$ cat config.mk
export PLATFORM = sky130hd
export DESIGN_NAME = ssp_sequencer
export DESIGN_NICKNAME = d
export VERILOG_FILES = /design/src/pkg/ssp_pkg.sv /design/src/logic/ssp_phase_counter.sv /design/src/logic/ssp_sequencer.sv
export VERILOG_INCLUDE_DIRS = /design/src /design/src/pkg
export SDC_FILE = /design/constraint.sdc
export NUM_CORES = 1
export LEC_CHECK = 0
export BUFFER_PORTS_ARGS = -buffer_cell sky130_fd_sc_hd__buf_2
export CORE_MARGIN = 8
export CORE_UTILIZATION = 50
export CTS_CLUSTER_SIZE = 12
export DETAILED_ROUTE_END_ITERATION = 16
export PLACE_DENSITY = 0.82
export SYNTH_ARGS = -nofsm -noshare
export SYNTH_HDL_FRONTEND = slang
export SYNTH_SLANG_ARGS = --single-unit
$ cat constraint.sdc
create_clock -name clk_sys -period 1.6 [get_ports clk_sys]
set_input_delay 0.16 -clock clk_sys [delete_from_list [all_inputs] [get_ports clk_sys]]
set_output_delay 0.16 -clock clk_sys [all_outputs]
set_load 0.01 [all_outputs]
$ cat src/pkg/ssp_defines.svh
// constants for the stepper step and phase sequencer
`ifndef SSP_DEFINES_SVH
`define SSP_DEFINES_SVH

`define SSP_SYS_CLK_HZ 10000000
`define SSP_STEP_CLK_HZ 2000000
`define SSP_TICK_DIV (`SSP_SYS_CLK_HZ / `SSP_STEP_CLK_HZ)
`define SSP_TICK_LAST 3'h4

`define SSP_PRESCALE_W 8
`define SSP_PRESCALE_TOP 8'hFF
`define SSP_INTERVAL_W 4
`define SSP_INTERVAL_PRE_TOP 4'h7
`define SSP_INTERVAL_TOP_BIT 3

`define SSP_PRESCALE_US 128
`define SSP_PRESCALE_CYCLES (`SSP_PRESCALE_US * (`SSP_SYS_CLK_HZ / 1000000))
`define SSP_PULSE2_NS 500
`define SSP_PULSE2_CYCLES ((`SSP_PULSE2_NS * (`SSP_SYS_CLK_HZ / 1000000)) / 1000)

`define SSP_PHASE_RESET 2'h0
`define SSP_PULSE_RESET 1'b1
`define SSP_WINDING_OFF 4'h0
`define SSP_WINDING_ONE 4'h1

`endif

$ cat src/pkg/ssp_pkg.sv
// types shared by the stepper sequencer modules
package ssp_pkg;
  typedef logic [1:0] ssp_phase_t;
  typedef logic [3:0] ssp_winding_t;
  typedef logic [7:0] ssp_prescale_t;
  typedef logic [3:0] ssp_interval_t;
  typedef logic [2:0] ssp_tick_t;
endpackage

$ cat src/logic/ssp_phase_counter.sv
// two-bit up/down phase counter for one drive's stepper motor
`timescale 1ns/10ps
`include "ssp_defines.svh"
module ssp_phase_counter
  import ssp_pkg::*;
(
  // clock and reset
  input wire logic clk_sys,
  input wire logic rst,
  // step control
  input wire logic advance,
  input wire logic count_down,
  // counter state
  output logic phase_count_bit0,
  output logic phase_count_bit1
);

  ssp_phase_t phase;
  ssp_phase_t next_phase;

  always_comb begin
    if (count_down) begin
      next_phase = ssp_phase_t'(phase - 2'h1);
    end else begin
      next_phase = ssp_phase_t'(phase + 2'h1);
    end
  end

  always_ff @(posedge clk_sys) begin
    if (rst) begin
      phase <= `SSP_PHASE_RESET;
    end else if (advance) begin
      phase <= next_phase;
    end
  end

  assign phase_count_bit0 = phase[0];
  assign phase_count_bit1 = phase[1];
endmodule // ssp_phase_counter

$ cat src/logic/ssp_sequencer.sv
// step pulse doubler, drive gating, phase decode and winding drive for two drives
`timescale 1ns/10ps
`include "ssp_defines.svh"
module ssp_sequencer
  import ssp_pkg::*;
(
  // clock and reset
  input wire logic clk_sys,
  input wire logic rst,
  // controller step and direction, asynchronous
  input wire logic step_req,
  input wire logic head_dir,
  // drive selection and status, asynchronous
  input wire logic drive_one_select_n,
  input wire logic controller_running,
  input wire logic track_zero_sense_n,
  input wire logic supply_settle_clear_n,
  // motor pulse and home indication
  output logic motor_step,
  output logic home_n,
  output logic winding_disable,
  // phase counter state
  output logic phase_count_bit0,
  output logic phase_count_bit1,
  output logic drive1_count_bit0,
  output logic drive1_count_bit1,
  // winding drives, one-hot per drive while enabled, all off otherwise
  output ssp_winding_t winding_drv0,
  output ssp_winding_t winding_drv1
);

  // synchronisers: first stage read only by the second
  logic step_meta;
  logic step_sync;
  logic step_prev;
  logic dir_meta;
  logic dir_sync;
  logic sel_meta;
  logic sel_sync;
  logic run_meta;
  logic run_sync;
  logic trk_meta;
  logic trk_sync;
  logic settle_meta;
  logic settle_sync;

  // 2 MHz timing tick derived from the system clock
  ssp_tick_t tick_cnt;
  logic tick;

  // delay sequence state
  logic arm;
  ssp_prescale_t prescaler;
  ssp_interval_t interval;
  logic inter;
  logic pulse_n;

  // events
  logic step_rise;
  logic prescale_wrap;
  logic int_top_rise;
  logic inter_fall;
  logic pulse_fall;
  logic advance_any;
  logic advance_drv0;
  logic advance_drv1;

  // phase state of each drive and of the selected one
  ssp_phase_t phase_drv0;
  ssp_phase_t phase_drv1;
  logic sel_phase0;
  logic winding_enable;

  always_ff @(posedge clk_sys) begin
    if (rst) begin
      step_meta <= 1'b0;
      step_sync <= 1'b0;
      step_prev <= 1'b0;
    end else begin
      step_meta <= step_req;
      step_sync <= step_meta;
      step_prev <= step_sync;
    end
  end

  always_ff @(posedge clk_sys) begin
    if (rst) begin
      dir_meta <= 1'b0;
      dir_sync <= 1'b0;
      sel_meta <= 1'b1;
      sel_sync <= 1'b1;
      run_meta <= 1'b0;
      run_sync <= 1'b0;
      trk_meta <= 1'b1;
      trk_sync <= 1'b1;
      settle_meta <= 1'b0;
      settle_sync <= 1'b0;
    end else begin
      dir_meta <= head_dir;
      dir_sync <= dir_meta;
      sel_meta <= drive_one_select_n;
      sel_sync <= sel_meta;
      run_meta <= controller_running;
      run_sync <= run_meta;
      trk_meta <= track_zero_sense_n;
      trk_sync <= trk_meta;
      settle_meta <= supply_settle_clear_n;
      settle_sync <= settle_meta;
    end
  end

  assign step_rise = step_sync & ~step_prev;

  // tick divider stands in for the 2 MHz counter clock
  always_ff @(posedge clk_sys) begin
    if (rst) begin
      tick_cnt <= 3'h0;
    end else if (tick) begin
      tick_cnt <= 3'h0;
    end else begin
      tick_cnt <= ssp_tick_t'(tick_cnt + 3'h1);
    end
  end

  assign tick = (tick_cnt == `SSP_TICK_LAST);

  // prescaler top bit falls on wrap
  assign prescale_wrap = arm & tick & (prescaler == `SSP_PRESCALE_TOP);
  assign int_top_rise = prescale_wrap & (interval == `SSP_INTERVAL_PRE_TOP);
  assign inter_fall = inter & int_top_rise;
  // pulse flop clears with arm off and interval top high
  assign pulse_fall = tick & pulse_n & ~arm & interval[`SSP_INTERVAL_TOP_BIT];

  // set arm flag; a new step wins over the release
  always_ff @(posedge clk_sys) begin
    if (rst) begin
      arm <= 1'b0;
    end else if (step_rise) begin
      arm <= 1'b1;
    end else if (inter_fall) begin
      arm <= 1'b0;
    end
  end

  always_ff @(posedge clk_sys) begin
    // arm clear holds prescaler at zero
    if (rst || !arm || step_rise) begin
      prescaler <= 8'h00;
    end else if (tick) begin
      prescaler <= ssp_prescale_t'(prescaler + 8'h01);
    end
  end

  // interval counter advances on prescaler wrap
  always_ff @(posedge clk_sys) begin
    if (rst || !pulse_n) begin
      interval <= 4'h0;
    end else if (step_rise) begin
      interval <= 4'h0;
    end else if (prescale_wrap) begin
      interval <= ssp_interval_t'(interval + 4'h1);
    end
  end

  // first top-bit rise sets intermediate flag
  always_ff @(posedge clk_sys) begin
    if (rst || !arm || step_rise) begin
      inter <= 1'b0;
    end else if (int_top_rise) begin
      inter <= ~inter;
    end
  end

  // pulse flop follows its D input on each tick
  always_ff @(posedge clk_sys) begin
    if (rst) begin
      pulse_n <= `SSP_PULSE_RESET;
    end else if (tick) begin
      pulse_n <= ~(~arm & interval[`SSP_INTERVAL_TOP_BIT]);
    end
  end

  // home blocks every step toward the motor
  assign advance_any = home_n & (step_rise | pulse_fall);
  // select high routes to drive 0
  assign advance_drv0 = advance_any & sel_sync;
  assign advance_drv1 = advance_any & ~sel_sync;

  ssp_phase_counter u_phase_drv0 (
    .clk_sys(clk_sys),
    .rst(rst),
    .advance(advance_drv0),
    .count_down(dir_sync),
    .phase_count_bit0(phase_count_bit0),
    .phase_count_bit1(phase_count_bit1)
  );

  ssp_phase_counter u_phase_drv1 (
    .clk_sys(clk_sys),
    .rst(rst),
    .advance(advance_drv1),
    .count_down(dir_sync),
    .phase_count_bit0(drive1_count_bit0),
    .phase_count_bit1(drive1_count_bit1)
  );

  // bit0 is select A, bit1 is select B
  assign phase_drv0 = {phase_count_bit1, phase_count_bit0};
  assign phase_drv1 = {drive1_count_bit1, drive1_count_bit0};
  assign sel_phase0 = sel_sync ? (phase_drv0 == 2'h0) : (phase_drv1 == 2'h0);

  // home low on track zero, toward 00, phase 0
  always_ff @(posedge clk_sys) begin
    if (rst) begin
      home_n <= 1'b1;
    end else begin
      home_n <= ~(~trk_sync & ~dir_sync & sel_phase0);
    end
  end

  // motor pulse: the step itself, then the delayed half-step
  always_ff @(posedge clk_sys) begin
    if (rst) begin
      motor_step <= 1'b0;
    end else begin
      motor_step <= home_n & (step_sync | ~pulse_n);
    end
  end

  always_ff @(posedge clk_sys) begin
    if (rst) begin
      winding_disable <= 1'b0;
    end else begin
      winding_disable <= ~run_sync;
    end
  end

  assign winding_enable = settle_sync & ~winding_disable;

  // one-hot decode of each drive's phase
  always_ff @(posedge clk_sys) begin
    if (rst) begin
      winding_drv0 <= `SSP_WINDING_OFF;
      winding_drv1 <= `SSP_WINDING_OFF;
    end else if (!winding_enable) begin
      winding_drv0 <= `SSP_WINDING_OFF;
      winding_drv1 <= `SSP_WINDING_OFF;
    end else begin
      winding_drv0 <= ssp_winding_t'(`SSP_WINDING_ONE << phase_drv0);
      winding_drv1 <= ssp_winding_t'(`SSP_WINDING_ONE << phase_drv1);
    end
  end
endmodule // ssp_sequencer

## Word level (Yosys, flattened, before mapping)

Cells that the tools add are included.

| storage, ports and cells | value |
|---|---|
| output and inout bits | 15 |
| input port bits | 8 |
| flip-flop bits (word level) | 46 |
| word-level logic and storage cells | 84 |

| operators by class | value |
|---|---|
| bitwise operators | 30 |
| shift-type cells | 2 |
| muxes and demuxes | 5 |
| reduce and logical (&&, ||, !) cells | 11 |
| add/subtract/negate cells | 7 |
| equality and inequality tests | 3 |

Operators with widths:

| cell | count |
|---|---|
| AND 1 bit | 16 |
| NOT 1 bit | 12 |
| adder 8 x 1 -> 8 bit, second input constant | 1 |
| == test 8 bit, second input constant | 1 |
| left shift 1 x 2 -> 4 bit, first input constant | 2 |
| OR reduction 2 bit | 3 |
| adder 2 x 1 -> 2 bit, second input constant | 2 |
| adder 4 x 1 -> 4 bit, second input constant | 1 |
| == test 4 x 3 -> 1 bit, second input constant | 1 |
| logical NOT 2 bit | 2 |
| 2-to-1 mux 2 bit | 2 |
| subtractor 2 x 1 -> 2 bit, second input constant | 2 |
| adder 3 x 1 -> 3 bit, second input constant | 1 |
| == test 3 bit, second input constant | 1 |
| logical OR 1 bit | 3 |
| 2-to-1 mux 1 bit | 3 |
| logical NOT 1 bit | 2 |
| bitwise OR 1 bit | 2 |
| nonzero test 2 bit | 1 |

## Logic depth before layout (Yosys ltp)

Gate-level depths: netlist of run 1.

| logic depth | value |
|---|---|
| depth in word-level cells | 7 |
| gate-level depth with buffers | 7 |
| mapped depth without buffers | 6 |

## Cells and area by module

A second synthesis of run 1 with hierarchy kept.

| unflattened totals | value |
|---|---|
| cell total of the unflattened synthesis | 178 |
| area, all modules | 1762.9 um2 |

By module, submodules not included:

| module | seq. area each (um2) | times used | cells each | area an instance (um2) |
|---|---|---|---|---|
| ssp_sequencer | 840.8 | 1 | 160 | 1592.8 |
| ssp_phase_counter | 40.0 | 2 | 9 | 85.1 |

## Worst setup path after synthesis of run 1

Ideal clock, no wire load.

| timing path | value |
|---|---|
| path kind | reg2reg |
| start | register tick_cnt[0] |
| end | register interval[3] |
| stages on the path, launching flop included | 7 |
| period minus slack after synthesis | 1751 ps |
| buffers on the path | 0 |
| data arrival time | 1681 ps |
| library setup time | 70 ps |
| path slack | -151 ps |
| required time | 1530 ps |
| cells stage by stage | dfxtp_1 > inv_1 > ha_1 > nand3_2 > or4_4 > or3_1 > a21oi_1 |

| on the way | value |
|---|---|
| longest elaborated chain between the ends | 3 |

RTL lines:

| what | line | text |
|---|---|---|
| start: declaration | ssp_sequencer.sv:48 | `ssp_tick_t tick_cnt;` |
| start signal: assignment | ssp_sequencer.sv:121 | `tick_cnt <= ssp_tick_t'(tick_cnt + 3'h1);` |
| == test 3 bit (no line) | n/a |  |
| AND 1 bit (2 in series) | ssp_sequencer.sv:128 | `` assign prescale_wrap = arm & tick & (prescaler == `SSP_PRESCALE_TOP); `` |
| end signal: assignment | ssp_sequencer.sv:161 | `interval <= ssp_interval_t'(interval + 4'h1);` |
| end: declaration | ssp_sequencer.sv:54 | `ssp_interval_t interval;` |

Every way passes these cells.
A chain may end at the register's enable or synchronous reset.

## Final worst setup path of run 1

Ends and elaborated chain as after synthesis.

==> impl_metrics.tcl, run 1 <==
set metrics [dict create \
    yosys_warnings 0 \
    area_growth_pct 22.8 \
    drive_gt1_share_pct 28.5 \
    setup_violations 0 \
    min_to "settle_meta$_SDFF_PP0_" \
    num_vias 1247 \
    grt_pass1_wl_um 4680 \
    reg2reg_from "tick_cnt[0]$_SDFF_PP0_" \
    max_stage_delay_ns 0.43 \
    synth_edf_count 0 \
    timing.critical_path.cells "inv_2 > ha_4 > nand3_4 > or4_4 > or3_4 > a21oi_2" \
    rsz0062_at_grt "true" \
    hold_path.class "input port to register" \
    reg2reg_to "interval[3]$_SDFFE_PP0P_" \
    io_pins 23 \
    portBuffers 22 \
    synth-async-reset-ratio_pct 0 \
    track_usage_pct 11.0 \
    final_core_util_pct 63.4 \
    placed_area_sq_um 1950 \
    critPathArrivalTime_ns 1.89 \
    startpoint_type "register" \
    max_freq_mhz 626 \
    ff2ff_setup_slack_ns 0.002 \
    drt-pass1-iter-count 4 \
    post-route-min-period_ns 1.60 \
    grt_pass1_vias 1130 \
    synth-seq-cells 46 \
    chipHeight_um 74.2 \
    syn-cell-area_sq_um 1690 \
    rr_worst_depth 6 \
    gr-total-overflow 0 \
    ant_nets 0 \
    cts_buffers 5 \
    htreeDepth 2 \
    drc_errors 0 \
    slowest_stage "or4_4" \
    powerDensity_nw_per_um2 959 \
    insertedDiodeCount 0 \
    cts_tree "yes" \
    cts_buffer_depth 2 \
    ys_seq_area_share_pct 54.4 \
    path_buf_inv 1 \
    fin_crit_sh_pct 99.8 \
    critPathTopFamily "simple AND/OR/NAND/NOR gates" \
    synthCells 175 \
    path_class "register to register" \
    outcome "completed" \
    end_kind "register" \
    hold_viol 0 \
    finalMaxSlewViolations 0 \
    place_hpwl_um 1970 \
    p_total_mw 2.00 \
    place_congestion 0.811 \
    synth_area_per_cell_sq_um 9.68 \
    clock_skew_ns 0.00663 \
    worst_pin_slew_ns 0.338 \
    dp.cells 248 \
    instances_no_fill 260 \
    final_area_sq_um 2080 \
    synth-main-ff-cell "dfxtp_1" \
    num_rows 21 \
    synth_fp_nets 187 \
    crit_required_ns 1.89 \
    worstHoldStart "supply_settle_clear_n" \
    leakagePower_nw 0.835 \
    initial_core_util_pct 51.6 \
    die_area_sq_um 5510 \
    wl_um 2790 \
    drt_iter0_drc 101 \
    die_x_um 74.2 \
    slew_headroom_pct 77.1 \
    clock-root-buffer "clkbuf_4" \
    grt_max_degree 17 \
    antenna_found_initial 0 \
    vdd_drop_max_mv 0.573 \
    nNetsFinal 225 \
    viasPerCell 4.80 \
    path_max_fanout 4 \
    maxCapViolCount 0 \
    wl_per_cell_um 10.7 \
    cts.clk_slew.worst_paths_ns 0.13 \
    cts_sinks 46 \
    whs_path_depth 2 \
    coreArea_sq_um 3280 \
    synth.distinct_cells 35 \
    clk_latency_ns 0.35 \
]
-- cell usage after synthesis (2+ instances only) --
library cell,n,area (sq um)
a21oi_1,6,30.0
inv_1,7,26.3
or2_2,6,37.5
nor2b_1,11,68.8
nor4_1,4,25.0
ha_1,4,50.1
dfxtp_1,46,921
or3_1,2,12.5
o21ai_0,4,20.0
nor3_1,6,30.0
xnor2_1,8,70.1
a41oi_1,2,17.5
o31ai_1,2,15.0
nand2b_1,2,12.5
nand4_1,2,12.5
o211ai_1,3,22.5
nor2_1,18,67.6
xor2_1,4,35.0
and3_1,4,25.0
and2_1,2,12.5
clkbuf_1,5,18.8
nand3_1,4,20.0
nand2_1,11,41.3
-- metal layers --
metal  GRT usage [%]  wire length (um)  vias to the layer above
li1                -                 -                      672
met1            11.9              1350                      544
met2            18.3              1220                       24
met3            2.83               137                        7
met4            7.83                74                        0
met5               0                 0                        -
-- layout by cell type, fill, tap and decap left out, types with 3 or more instances in the layout --
cell           count
xnor2_1            8
nor2_1            18
xor2_1             4
dfxtp_2            4
clkbuf_4           5
and3_1             4
nand3_1            4
nand2_1           11
buf_2             22
o211ai_1           3
dlygate4sd3_1      3
inv_1              5
a21oi_1            5
o21ai_0            4
dfxtp_1           42
or2_2              6
nor3_1             6
nor2b_1           11
buf_4             11
nor4_1             4
-- what timing repair did --
item,CTS,global route
buffers inserted,0,1
hold buffers,3,0
resized for setup,0,4
hold endpoints to repair,3,0
setup endpoints to repair,0,4
-- cells by family after synthesis --
| logic type | share of synthesized area (%) |
|---|---|
| adders and majority gates | 2.95 |
| DFF | 54.4 |
| and+or+nand+nor | 26.7 |
| AOI/OAI and AO/OA | 6.57 |
| xor gates and xnor gates | 6.20 |
| buffers and inverters | 2.66 |
| muxes | 0.591 |
-- metrics by stage --
| step | setup WS [ns] | TNS (ns) | hold WS [ns] |
|---|---|---|---|
| after floorplan | 0.0470 | 0 | 0.264 |
| after global placement | 0.0538 | 0 | 0.345 |
| after detailed placement | 0.0288 | 0 | 0.345 |
| after CTS | 0.00474 | 0 | 0.00272 |
| after global routing | -0.0614 | -0.0893 | 0.00551 |
| final | 0.00249 | 0 | 0.0138 |
-- where the power goes --
part | switching [mW] | internal, mW
Combinational | 0.0569 | 0.0611
Clock | 0.350 | 0.330
Sequential | 0.0204 | 1.18
-- layout make-up --
| type | count | area [sq um] |
|---|---|---|
| fillers | 271 | 1200 |
| flip-flops and latches | 46 | 926 |
| multi-input cells | 117 | 769 |
| repair buffers | 36 | 223 |
| well taps | 46 | 57.6 |
| clock buffers | 6 | 41.3 |
| clock inverters | 2 | 37.5 |
| inverters | 7 | 26.3 |
-- worst register-to-register path: cells and delay by family (launching register included) --
| family | cells | cell delay (ns) |
|---|---|---|
| DFF | 1 | 0.34 |
| and+or+nand+nor | 3 | 0.87 |
| adders and majority gates | 1 | 0.15 |
| AOI/OAI and AO/OA | 1 | 0.13 |
| buffers and inverters | 1 | 0.06 |
-- worst max-delay path by stage --
stage	from	endpoint	slack (ns)	cells past startpoint
2_1_floorplan	tick_cnt[0]$_SDFF_PP0_	interval[3]$_SDFFE_PP0P_	0.05	6
3_3_place_gp	tick_cnt[0]$_SDFF_PP0_	interval[3]$_SDFFE_PP0P_	0.05	6
3_5_place_dp	tick_cnt[0]$_SDFF_PP0_	interval[3]$_SDFFE_PP0P_	0.03	6
4_1_cts	tick_cnt[0]$_SDFF_PP0_	interval[3]$_SDFFE_PP0P_	0.005	6
5_1_grt	tick_cnt[0]$_SDFF_PP0_	interval[3]$_SDFFE_PP0P_	-0.06	6
6_report	tick_cnt[0]$_SDFF_PP0_	interval[3]$_SDFFE_PP0P_	0.002	6
-- registers in the layout (all words and copies together), names as in the netlist, 2 cells and up --
register,count
interval,4
u_phase_drv1.phase,2
u_phase_drv0.phase,2
prescaler,8
winding_drv0,4
tick_cnt,3
winding_drv1,4
Power figures use the tool's default switching activity.
==> run 2, diff against run 1 <==
==> constraint.sdc (replaced) <==
create_clock -name clk_sys -period 1.45 [get_ports clk_sys]
set_input_delay 0.145 -clock clk_sys [delete_from_list [all_inputs] [get_ports clk_sys]]
set_output_delay 0.145 -clock clk_sys [all_outputs]
set_load 0.01 [all_outputs]
==> run 2 against run 1 <==
The run now ends with setup timing left; register-to-register slack got worse by 0.12 ns; critical path depth did not move; flip-flop and latch count unchanged; final cell count grew 6.2%; core utilization up 6.0 points; die area is the same; sequential power up 10%; maximum frequency is 2.0% higher; non-clock buffer count increased by 16; critical endpoint unchanged; largest power group unchanged.
==> impl_metrics.tcl, run 2 (synthesized netlist as in run 1, its figures left out) <==
set metrics [dict create \
    outcome "complete, but fails checks" \
    failed_checks "setup timing" \
    fill_cells 245 \
    crit_required_ns 1.75 \
    critPathTopFamily "simple AND/OR/NAND/NOR gates" \
    path_class "register to register" \
    io_pins 23 \
    end_kind "register" \
    powerDensity_nw_per_um2 918 \
    setup_violations 6 \
    slowest_stage "or4_4" \
    clock-root-buffer "clkbuf_4" \
    clock_skew_ns 0.00985 \
    coreArea_sq_um 3280 \
    num_vias 1355 \
    wl_per_cell_um 11.9 \
    vdd_drop_max_mv 0.730 \
    grt_max_degree 17 \
    leakagePower_nw 0.950 \
    timing.critical_path.cells "inv_2 > ha_4 > nand3_4 > or4_4 > or3_1 > a21oi_1" \
    drt-pass1-iter-count 4 \
    drc_errors 0 \
    place_congestion 0.780 \
    cts_sinks 46 \
    top_register "prescaler" \
    max_stage_delay_ns 0.44 \
    grt_pass1_vias 1219 \
    instances_no_fill 276 \
    rsz0062_at_grt "true" \
    gr-total-overflow 0 \
    largest_reg_flops 8 \
    cts.clk_slew.worst_paths_ns 0.14 \
    num_rows 21 \
    portBuffers 22 \
    final_common_cell "dfxtp_1" \
    startpoint_type "register" \
    drt_iter0_drc 101 \
    die_area_sq_um 5510 \
    htreeDepth 2 \
    maxCapViolCount 0 \
    die_x_um 74.2 \
    setup_ws_ns -0.116 \
    antenna_found_initial 0 \
    fin_crit_sh_pct 108 \
    pre_cts_ws_ns -0.100 \
    chipHeight_um 74.2 \
    finalMaxSlewViolations 0 \
    cts_buffers 5 \
    path_buf_inv 1 \
    drive_gt1_share_pct 37.0 \
    cts_buffer_depth 2 \
    hold-worst-slack_ns 0.0360 \
    cts_tree "yes" \
    worst_pin_slew_ns 0.409 \
    nNetsFinal 241 \
    dp.cells 261 \
    clk_latency_ns 0.36 \
    max_freq_mhz 639 \
    ant_nets 0 \
    initial_core_util_pct 51.6 \
    wl_um 3280 \
    critPathArrivalTime_ns 1.87 \
    post-route-min-period_ns 1.57 \
    hold_viol 0 \
    final_cell_mix "dfxtp_1, buf_4, buf_2, nor2_1, nand2_1" \
    hold_path.class "input port to register" \
    place_hpwl_um 2200 \
    grt_pass1_wl_um 5130 \
    viasPerCell 4.91 \
    path_max_fanout 4 \
    p_total_mw 2.09 \
    track_usage_pct 12.2 \
    insertedDiodeCount 0 \
    area_growth_pct 34.5 \
    slew_headroom_pct 72.7 \
]
[run 2: cell count changes in the layout (fill, tap and decap cells not counted), sizes merged]
| cell | change |
|---|---|
| inv | +1 |
| dlygate4sd3 | +3 |
| clkinvlp | +1 |
| clkbuf | -1 |
| bufinv | -1 |
| buf | +13 |
[run 2: path summary, 6_finish.rpt]
check,startpoint,end,slack [ns],depth (start not counted)
max,tick_cnt[0]$_SDFF_PP0_,interval[3]$_SDFFE_PP0P_,-0.12,6
min,rst,step_prev$_SDFF_PP0_,0.04,2
max reg2reg,tick_cnt[0]$_SDFF_PP0_,interval[3]$_SDFFE_PP0P_,-0.12,6
min reg2reg,run_sync$_SDFF_PP0_,winding_disable$_SDFF_PP0_,0.40,1
[run 2: repair_timing]
item,in CTS,in global routing
buffers inserted,1,0
resized for setup,6,12
hold buffers,6,0
endpoints found under the setup margin,4,14
endpoints found under the hold margin,6,0
pin swaps,1,5
[run 2: per-stage QoR]
stage | instance area, sq um | setup TNS (ns) | utilization (%)
CTS | 2210 | -0.268 | 67.3
floorplan | 1730 | -0.196 | -
finish | 2280 | -0.371 | 69.4
detailed placement | 2050 | -0.243 | 62.4
global placement | 2050 | -0.122 | 62.4
global route | 2280 | -0.973 | 69.4
[run 2: area by class of cell]
type | count | area, sq um | area share, %
Inverter | 7 | 26.3 | 1.15
Sequential cell | 46 | 928 | 40.7
Clock buffer | 5 | 37.5 | 1.65
Clock inverter | 3 | 23.8 | 1.04
Tap cell | 46 | 57.6 | 2.53
Multi-Input combinational cell | 117 | 855 | 37.5
Timing Repair Buffer | 52 | 350 | 15.4
[run 2: per-layer routing]
metal  track usage, %  up-vias  part of all wire (%)
li1                 -      704                     -
met4             8.48        0                   2.3
met3             3.64        5                   5.1
met2             19.6       33                    48
met5                0        -                     0
met1             13.7      613                    45
[run 2: worst reg2reg max path, delay by kind of cell (launching register included)]
kind / cells / cell delay, ns
and+or+nand+nor: 3 / 0.83
DFF: 1 / 0.35
adders and majority gates: 1 / 0.14
AOI/OAI and AO/OA: 1 / 0.12
buffers and inverters: 1 / 0.06
[run 2: where the power goes]
| group | internal, mW | switching (mW) | leakage (nW) |
|---|---|---|---|
| Combinational | 0.0834 | 0.0715 | 0.545 |
| Clock | 0.194 | 0.420 | 0.0278 |
| Sequential | 1.30 | 0.0233 | 0.377 |
| Total | 1.58 | 0.515 | 0.950 |
